File: config.mk
export PLATFORM = sky130hd
export DESIGN_NAME = sce_exec
export DESIGN_NICKNAME = d
export VERILOG_FILES = /design/src/sce_pkg.sv /design/src/sce_regfile.sv /design/src/sce_exec.sv
export SDC_FILE = /design/constraint.sdc
export NUM_CORES = 1
export LEC_CHECK = 0
export ABC_AREA = 1
export BUFFER_PORTS_ARGS = -buffer_cell sky130_fd_sc_hd__buf_2
export CAP_MARGIN = 5
export CORE_UTILIZATION = 60
export CTS_CLUSTER_DIAMETER = 60
export DETAILED_ROUTE_END_ITERATION = 7
export PLACE_DENSITY = 0.88
export RECOVER_POWER = 100
export REMOVE_ABC_BUFFERS = 1
export SLEW_MARGIN = 10
export SYNTH_ARGS = -nofsm -noshare
export SYNTH_HDL_FRONTEND = slang
export SYNTH_SLANG_ARGS = --single-unit
File: constraint.sdc
create_clock -name clock -period 8.5 [get_ports clock]
set_input_delay 0 -clock clock [delete_from_list [all_inputs] [get_ports clock]]
set_output_delay 0 -clock clock [all_outputs]
set_load 0.005 [all_outputs]
File: src/sce_pkg.sv
// package of constants and types for the sensor cpu execution block
package sce_pkg;

  // ****************************************
  // opcode layout and operation codes
  // ****************************************
  localparam int OP_MSB = 7;
  localparam int OP_LSB = 4;
  localparam int ADDR_MSB = 3;
  localparam int ADDR_LSB = 0;
  localparam logic [3:0] OP_INCREMENT = 4'h8;
  localparam logic [3:0] OP_DECREMENT = 4'h9;
  localparam logic [3:0] OP_INVERT = 4'hA;
  localparam logic [3:0] OP_BRANCH_NONNEGATIVE = 4'hB;
  localparam logic [3:0] OP_BRANCH_NONZERO = 4'hC;
  localparam logic [3:0] OP_PORT_READ = 4'hD;
  localparam logic [3:0] OP_PORT_WRITE = 4'hE;
  localparam logic [7:0] OP_MULTIPLY = 8'hF3;

  // ****************************************
  // register addresses and timing
  // ****************************************
  localparam logic [3:0] REG_ACCUM = 4'h1;
  localparam logic [3:0] REG_MULTIPLICAND = 4'h3;
  localparam logic [3:0] REG_MULTIPLIER = 4'h4;
  localparam logic [3:0] REG_INDEX = 4'h5;
  localparam int MULT_CYCLES = 16;
  localparam logic [4:0] MULT_LAST = 5'h0F;
  localparam logic [15:0] WORD_RESET = 16'h0000;
  localparam logic [15:0] PC_RESET = 16'h0000;
  localparam logic [15:0] PC_STEP = 16'h0001;

  // ****************************************
  // types
  // ****************************************
  typedef enum logic [1:0] {
    SCE_ST_EXEC = 2'b01,
    SCE_ST_MULT = 2'b10
  } sce_state_e;

  // one write to a cpu port
  typedef struct packed {
    logic valid;
    logic [3:0] addr;
    logic [15:0] data;
  } sce_port_wr_s;

endpackage

File: src/sce_regfile.sv
// sixteen-word cpu register file with two write ports and combinational read taps
`timescale 1ns/1ps
module sce_regfile
  import sce_pkg::*;
(
  input wire logic clock,
  input wire logic reset_n,
  input wire logic [3:0] rd_addr,
  output logic [15:0] rd_data,
  output logic [15:0] index_data,
  output logic [15:0] accum_data,
  output logic [15:0] mcand_data,
  output logic [15:0] mplier_data,
  input wire logic we_a,
  input wire logic [3:0] wa_a,
  input wire logic [15:0] wd_a,
  input wire logic we_b,
  input wire logic [3:0] wa_b,
  input wire logic [15:0] wd_b
);

  logic [15:0] mem_reg [16];

  // ****************************************
  // storage; port b wins if both name one word
  // ****************************************
  always_ff @(posedge clock or negedge reset_n) begin
    if (!reset_n) begin
      for (int i = 0; i < 16; i++) begin
        mem_reg[i] <= WORD_RESET;
      end
    end else begin
      if (we_a) begin
        mem_reg[wa_a] <= wd_a;
      end
      if (we_b) begin
        mem_reg[wa_b] <= wd_b;
      end
    end
  end

  // reads are combinational taps; the caller registers what it exports
  assign rd_data = mem_reg[rd_addr];
  assign index_data = mem_reg[REG_INDEX];
  assign accum_data = mem_reg[REG_ACCUM];
  assign mcand_data = mem_reg[REG_MULTIPLICAND];
  assign mplier_data = mem_reg[REG_MULTIPLIER];

endmodule

File: src/sce_exec.sv
// execution core for the increment..multiply instruction group
// Overview of operation
// (RQ1) op 8: register plus one, carry dropped, one cycle.
// (RQ2) op 9: register minus one, borrow dropped.
// (RQ3) op A: bitwise complement of the register.
// (RQ4) op B: branch when index bit 15 is zero.
// (RQ5) op C: branch when index register is nonzero.
// (RQ6) taken branch: pc becomes pc plus named register.
// (RQ7) failed branch: pc plus one, one cycle either way.
// (RQ8) op D: port value copied to accumulator, port unchanged.
// (RQ9) op E: accumulator copied to port, accumulator kept.
// (RQ10) multiply only for full byte F3; program encodes register 3.
// (RQ11) multiply over 16 cycles; high word to accumulator, low to multiplier.
// (RQ12) multiplicand left untouched by multiply.
// (RQ13) program clears accumulator before multiply.
// (RQ14) register field selects any of sixteen registers.
// (RQ15) non-branch ops advance pc by one; only destinations change.
// (RQ16) opcode bits 7..4 operation, bits 3..0 address.
// (RQ17) index register is address 5.
// (RQ18) accumulator is address 1.
// (RQ19) multiplicand is register 3, multiplier register 4.
// (RQ20) fetch suspended and pc held during multiply.
// (RQ21) multiply operands are signed two's complement.
`timescale 1ns/1ps
module sce_exec
  import sce_pkg::*;
(
  input wire logic clock,
  input wire logic reset_n,
  input wire logic [7:0] opcode,
  input wire logic [15:0] port_rd_data,
  output logic [15:0] pc,
  output logic fetch_en,
  output logic [3:0] port_rd_addr,
  output sce_port_wr_s port_wr,
  output logic busy,
  output logic [15:0] accum_out
);

  // ****************************************
  // helpers
  // ****************************************
  function automatic logic [3:0] op_field(input logic [7:0] b);
    return b[OP_MSB:OP_LSB]; // [RQ16]
  endfunction

  function automatic logic [3:0] addr_field(input logic [7:0] b);
    return b[ADDR_MSB:ADDR_LSB]; // [RQ16]
  endfunction

  // ****************************************
  // state and register file
  // ****************************************
  sce_state_e state_reg, state_next;
  logic [15:0] pc_reg, pc_next;
  logic [4:0] cnt_reg, cnt_next;
  logic [31:0] prod_reg, prod_next;
  sce_port_wr_s pw_reg, pw_next;
  logic [15:0] acc_out_reg, acc_out_next;
  logic [15:0] rd_data, index_data, accum_data, mcand_data, mplier_data;
  logic we_a, we_b;
  logic [3:0] wa_a, wa_b;
  logic [15:0] wd_a, wd_b;
  logic [3:0] op, ra;

  assign op = op_field(opcode);
  assign ra = addr_field(opcode);

  sce_regfile u_regs (
    .clock(clock),
    .reset_n(reset_n),
    .rd_addr(ra),
    .rd_data(rd_data),
    .index_data(index_data),
    .accum_data(accum_data),
    .mcand_data(mcand_data),
    .mplier_data(mplier_data),
    .we_a(we_a),
    .wa_a(wa_a),
    .wd_a(wd_a),
    .we_b(we_b),
    .wa_b(wa_b),
    .wd_b(wd_b)
  );

  // ****************************************
  // next-state and datapath
  // ****************************************
  // multiply is iterative shift-add of signed partial products: one bit of the
  // multiplier per cycle keeps the adder at 32 bits instead of a full array
  always_comb begin
    logic signed [31:0] part;
    part = '0;
    state_next = state_reg;
    pc_next = pc_reg;
    cnt_next = cnt_reg;
    prod_next = prod_reg;
    pw_next = '0;
    acc_out_next = accum_data;
    we_a = 1'b0;
    wa_a = ra;
    wd_a = WORD_RESET;
    we_b = 1'b0;
    wa_b = REG_MULTIPLIER; // [RQ19]
    wd_b = WORD_RESET;
    unique case (state_reg)
      SCE_ST_EXEC: begin
        pc_next = pc_reg + PC_STEP; // [RQ15] [RQ7]
        unique case (op)
          OP_INCREMENT: begin
            we_a = 1'b1; // [RQ14]
            wd_a = rd_data + 16'h0001; // [RQ1]
          end
          OP_DECREMENT: begin
            we_a = 1'b1;
            wd_a = rd_data - 16'h0001; // [RQ2]
          end
          OP_INVERT: begin
            we_a = 1'b1;
            wd_a = ~rd_data; // [RQ3]
          end
          OP_BRANCH_NONNEGATIVE: begin
            if (!index_data[15]) begin // [RQ4] [RQ17]
              pc_next = pc_reg + rd_data; // [RQ6]
            end
          end
          OP_BRANCH_NONZERO: begin
            if (index_data != WORD_RESET) begin // [RQ5]
              pc_next = pc_reg + rd_data; // [RQ6]
            end
          end
          OP_PORT_READ: begin
            we_a = 1'b1;
            wa_a = REG_ACCUM; // [RQ18]
            wd_a = port_rd_data; // [RQ8]
            acc_out_next = port_rd_data;
          end
          OP_PORT_WRITE: begin
            pw_next.valid = 1'b1; // [RQ9]
            pw_next.addr = ra;
            pw_next.data = accum_data;
          end
          default: begin
            // other codes belong to the first instruction group
            if (opcode == OP_MULTIPLY) begin // [RQ10]
              pc_next = pc_reg; // [RQ20]
              state_next = SCE_ST_MULT;
              cnt_next = '0;
              prod_next = '0; // accumulator is expected clear [RQ13]
            end
          end
        endcase
      end
      SCE_ST_MULT: begin
        part = mplier_data[cnt_reg[3:0]] ? (32'(signed'(mcand_data)) <<< cnt_reg[3:0]) : 32'sd0; // [RQ21]
        if (cnt_reg == MULT_LAST) begin
          prod_next = prod_reg - 32'(part); // sign bit has negative weight [RQ21]
          we_a = 1'b1;
          wa_a = REG_ACCUM;
          wd_a = prod_next[31:16]; // [RQ11]
          we_b = 1'b1;
          wd_b = prod_next[15:0]; // [RQ11] [RQ12]
          acc_out_next = prod_next[31:16];
          pc_next = pc_reg + PC_STEP; // [RQ20]
          state_next = SCE_ST_EXEC;
        end else begin
          prod_next = prod_reg + 32'(part);
          cnt_next = cnt_reg + 5'h01;
        end
      end
      default: begin
        state_next = SCE_ST_EXEC;
      end
    endcase
  end

  // register everything
  always_ff @(posedge clock or negedge reset_n) begin
    if (!reset_n) begin
      state_reg <= SCE_ST_EXEC;
      pc_reg <= PC_RESET;
      cnt_reg <= '0;
      prod_reg <= '0;
      pw_reg <= '0;
      acc_out_reg <= WORD_RESET;
    end else begin
      state_reg <= state_next;
      pc_reg <= pc_next;
      cnt_reg <= cnt_next;
      prod_reg <= prod_next;
      pw_reg <= pw_next;
      acc_out_reg <= acc_out_next;
    end
  end

  // fetch enable mirrors exec state, both from flops
  assign pc = pc_reg;
  // one-hot codes: bit 0 is the exec state, bit 1 the multiply state
  assign fetch_en = state_reg[0];
  assign busy = state_reg[1];
  assign port_rd_addr = ra;
  assign port_wr = pw_reg;
  assign accum_out = acc_out_reg;
endmodule

==> flow_summary_export.csv <==
group,metric,value,unit
critical_path,crit_path_start_kind,"input pin",
timing,slew_viol_final,276,
global_route,grt-busiest-layer,"met2",
status,violations,"max-capacitance violations, max-slew violations",
pwr,switching_share,0.403,
timing,finClkSkew,0.0358,ns
critical_path,crit_arrival,7.32,ns
floorplan,die_height,201,um
place,dp.cells,3827,
min_path,hp-start,"port_rd_data[11]",
timing,maxSlewHeadroom,-3.15,
floorplan,rows,72,
place,place.gp.congestion,1.13,
clock_network,root_buffer,"clkbuf_16",
yosys,yosys_warnings,0,
yosys,syn_inst,3390,
yosys,synthAdderAreaFrac,0.0584,
global_route,met1_usage,0.509,
floorplan,fp.dieW,201,um
yosys,yosys.area_share.simple,0.273,
layout,syn_to_final_growth,7.54,%
global_route,grt_max_degree,178,
timing,hold_violations,0,
clock_network,cts.sinks,348,
routing,wire_per_inst,21.1,um
yosys,synth_cell_type_count,62,
yosys,avgSynthCellArea,7.04,um2
layout,fill_cells,3392,
timing,setup_viol,0,
floorplan,ios,85,
status,status,"finished with violations",
pwr,power_switching,2.39,mW
critical_path,crit_type,"input pin to flop",
routing,dr.pass1.iters,7,
global_route,antenna_found_initial,0,
timing,maxClockFrequency,145,MHz
floorplan,die_area,40600,um2
layout,multi_input_area,12800,um2
yosys,synth_area,23900,um2
pwr,pwr-share-comb,0.330,
place,hpwl,57700,um
clock_network,cts_resized,0,
floorplan,core,38900,um2
yosys,ys.flop_type,"dfrtp_1",
timing,setup_tns,0,ns
yosys,synth-edff-count,0,
yosys,yosysSeqAreaShare,0.365,
global_route,overflow,0,
critical_path,worstRegToRegCells,19,
job,drv_cap,4,
critical_path,crit_fanout,92,
layout,finalNonFillerCells,3919,
critical_path,rrSetupSlack,2.32,ns
timing,fin_crit_sh,0.809,
global_route,grt_pass1_vias,23100,
critical_path,worstReg2RegStart,"cnt_reg[2]",
yosys,synth_top_cell_by_area,"dfrtp_1",
clock_network,htree_levels,2,
yosys,synth.area.mux_share,0,
critical_path,worstSetupStartpoint,"opcode[0]",
clock_network,clockBufferDepth,3,
pwr,p_leak,13.1,nW
yosys,ys_async_sr_fraction,1.00,
layout,seqCellArea,8710,um2
pwr,peakVddDrop,0.188,mV
critical_path,cp.required,8.94,ns
routing,detail-route-antenna-nets,0,
routing,num_vias,24800,
routing,wirelength,82700,um
clock_network,clkLatencyLatePin,0.61,ns
yosys,synth.top_cell.area_share,0.364,
min_path,worstHoldEndpoint,"accum_out[11]",
place,portBuffers,84,
timing,rsz0062_at_grt,"no",
yosys,yosys-top-cells-count,"866 x nand2_1, 360 x o21ai_0, 347 x dfrtp_1, 303 x inv_1, 290 x nor2_1",
global_route,grt_pass1_wl,128000,um
routing,drt-initial-drc-count,3389,
layout,layout.nets,3502,
clock_network,cts_setup_buffers,0,
yosys,synth_most_common_cell,"nand2_1",
pwr,seqPwrFrac,0.337,
timing,tightest_slew,6.22,ns
layout,diodes,0,
yosys,synth-seq-cells,348,
clock_network,clkTransAtPathRegs,0.06,ns
yosys,synth_compound_area_frac,0.195,
pwr,intPower,3.54,mW
yosys,synth_top_family_by_area,"simple AND/OR/NAND/NOR gates",
routing,via_per_inst,6.33,
pwr,pwr-share-clk,0.333,
clock_network,cts_tree,"done",
critical_path,crit_path_end_kind,"flop",
global_route,grt.met2_usage,0.623,
layout,drive_gt1_frac,0.0662,
yosys,ys_top_cells_by_area,"dfrtp_1 36%, nand2_1 14%, o21ai_0 7.5%, nand3_1 5.8%, ha_1 5.5%",
routing,drc,0,
timing,period_needed,6.88,ns
global_route,grt_usage,0.406,
min_path,holdPathStages,5,
clock_network,cts_made_buffers,42,
floorplan,start_util,0.613,
min_path,hold_path.class,"input pin to flop",
yosys,synth_xor_area_frac,0.0121,
pwr,power_density,231,nW/um2
global_route,grtUsageMet3,0.0803,
critical_path,r2r_end,"u_regs.mem_reg[66]",
layout,largest_reg_flops,192,
## cells in the final DEF (no fill, tap or decap), drive strengths merged, types with 74 or more instances in the layout
cell	synthesis	layout
nand3	277	277
clkbuf	66	92
a21oi	196	196
nand2	887	887
dfrtp	347	347
o21ai	464	464
inv	337	339
ha	105	105
buf	122	74
nor2	303	303
## repair_timing
item,4_1_cts,5_1_grt
hold buffers,14,0
setup endpoints to repair,0,0
hold endpoints to repair,121,0
## layer usage
metal,vias up,part of all wire
met1,11500,0.37
met5,-,0
met4,0,0.083
met3,399,0.11
li1,11200,-
met2,1711,0.44
## worst max-delay path, stage by stage
cell	delay, ns
buf_4	0.49
clkbuf_1	2.81
o21ai_0	0.40
o221ai_1	0.45
nand3_1	0.20
nand3_1	0.38
ha_1	0.36
nand2_1	0.09
nand2_1	0.04
o21bai_1	0.22
inv_1	0.10
o21ai_0	0.10
o21ai_0	0.48
o211ai_1	0.18
nand2_1	0.13
nand2_1	0.07
nand2_1	0.48
o21ai_0	0.18
## through the flow
stage          setup slack, ns  cell area (um2)   util  hold slack, ns  power, mW
2_1_floorplan             2.88            22900      -          -0.296       3.19
3_3_place_gp              3.34            24100  0.620           0.126       3.89
3_5_place_dp              3.30            24100  0.620           0.121       3.91
4_1_cts                   3.25            25800  0.663          0.0166       5.88
5_1_grt                   1.36            25700  0.660          0.0583       6.16
6_report                  1.62            25700  0.660          0.0467       5.93
## final cells by class
class / count / area share
clock inverter: 19 / 0.0121
clock buffer: 59 / 0.0478
tap: 518 / 0.0252
sequential: 348 / 0.339
multi-input combinational: 2512 / 0.498
inverter: 342 / 0.0503
timing repair buffer: 121 / 0.0270
## logic make-up after synthesis
family,count (synthesis)
DFF,348
adders and majority gates,109
AOI/OAI and AO/OA,826
and+or+nand+nor,1545
buffers and inverters,530
xor gates and xnor gates,32
## worst max-delay path by stage
stage	to	slack, ns	cells after the start
final	u_regs.mem_reg[24]	1.62	18
after CTS	u_regs.mem_reg[137]	3.25	19
after floorplan	u_regs.mcand_data[12]	2.88	8
after detailed placement	u_regs.mem_reg[25]	3.30	19
after global placement	u_regs.mem_reg[89]	3.34	19
after global routing	u_regs.mem_reg[92]	1.36	19
## power groups by stage
stage	registers, mW	logic, mW	clock network, mW
2_1_floorplan	1.97	1.23	0
4_1_cts	1.99	1.91	1.98
6_report	2.00	1.96	1.98
5_1_grt	2.01	2.11	2.04
3_3_place_gp	2.01	1.88	0
3_5_place_dp	2.01	1.89	0
(Power assumes the default switching activity.)
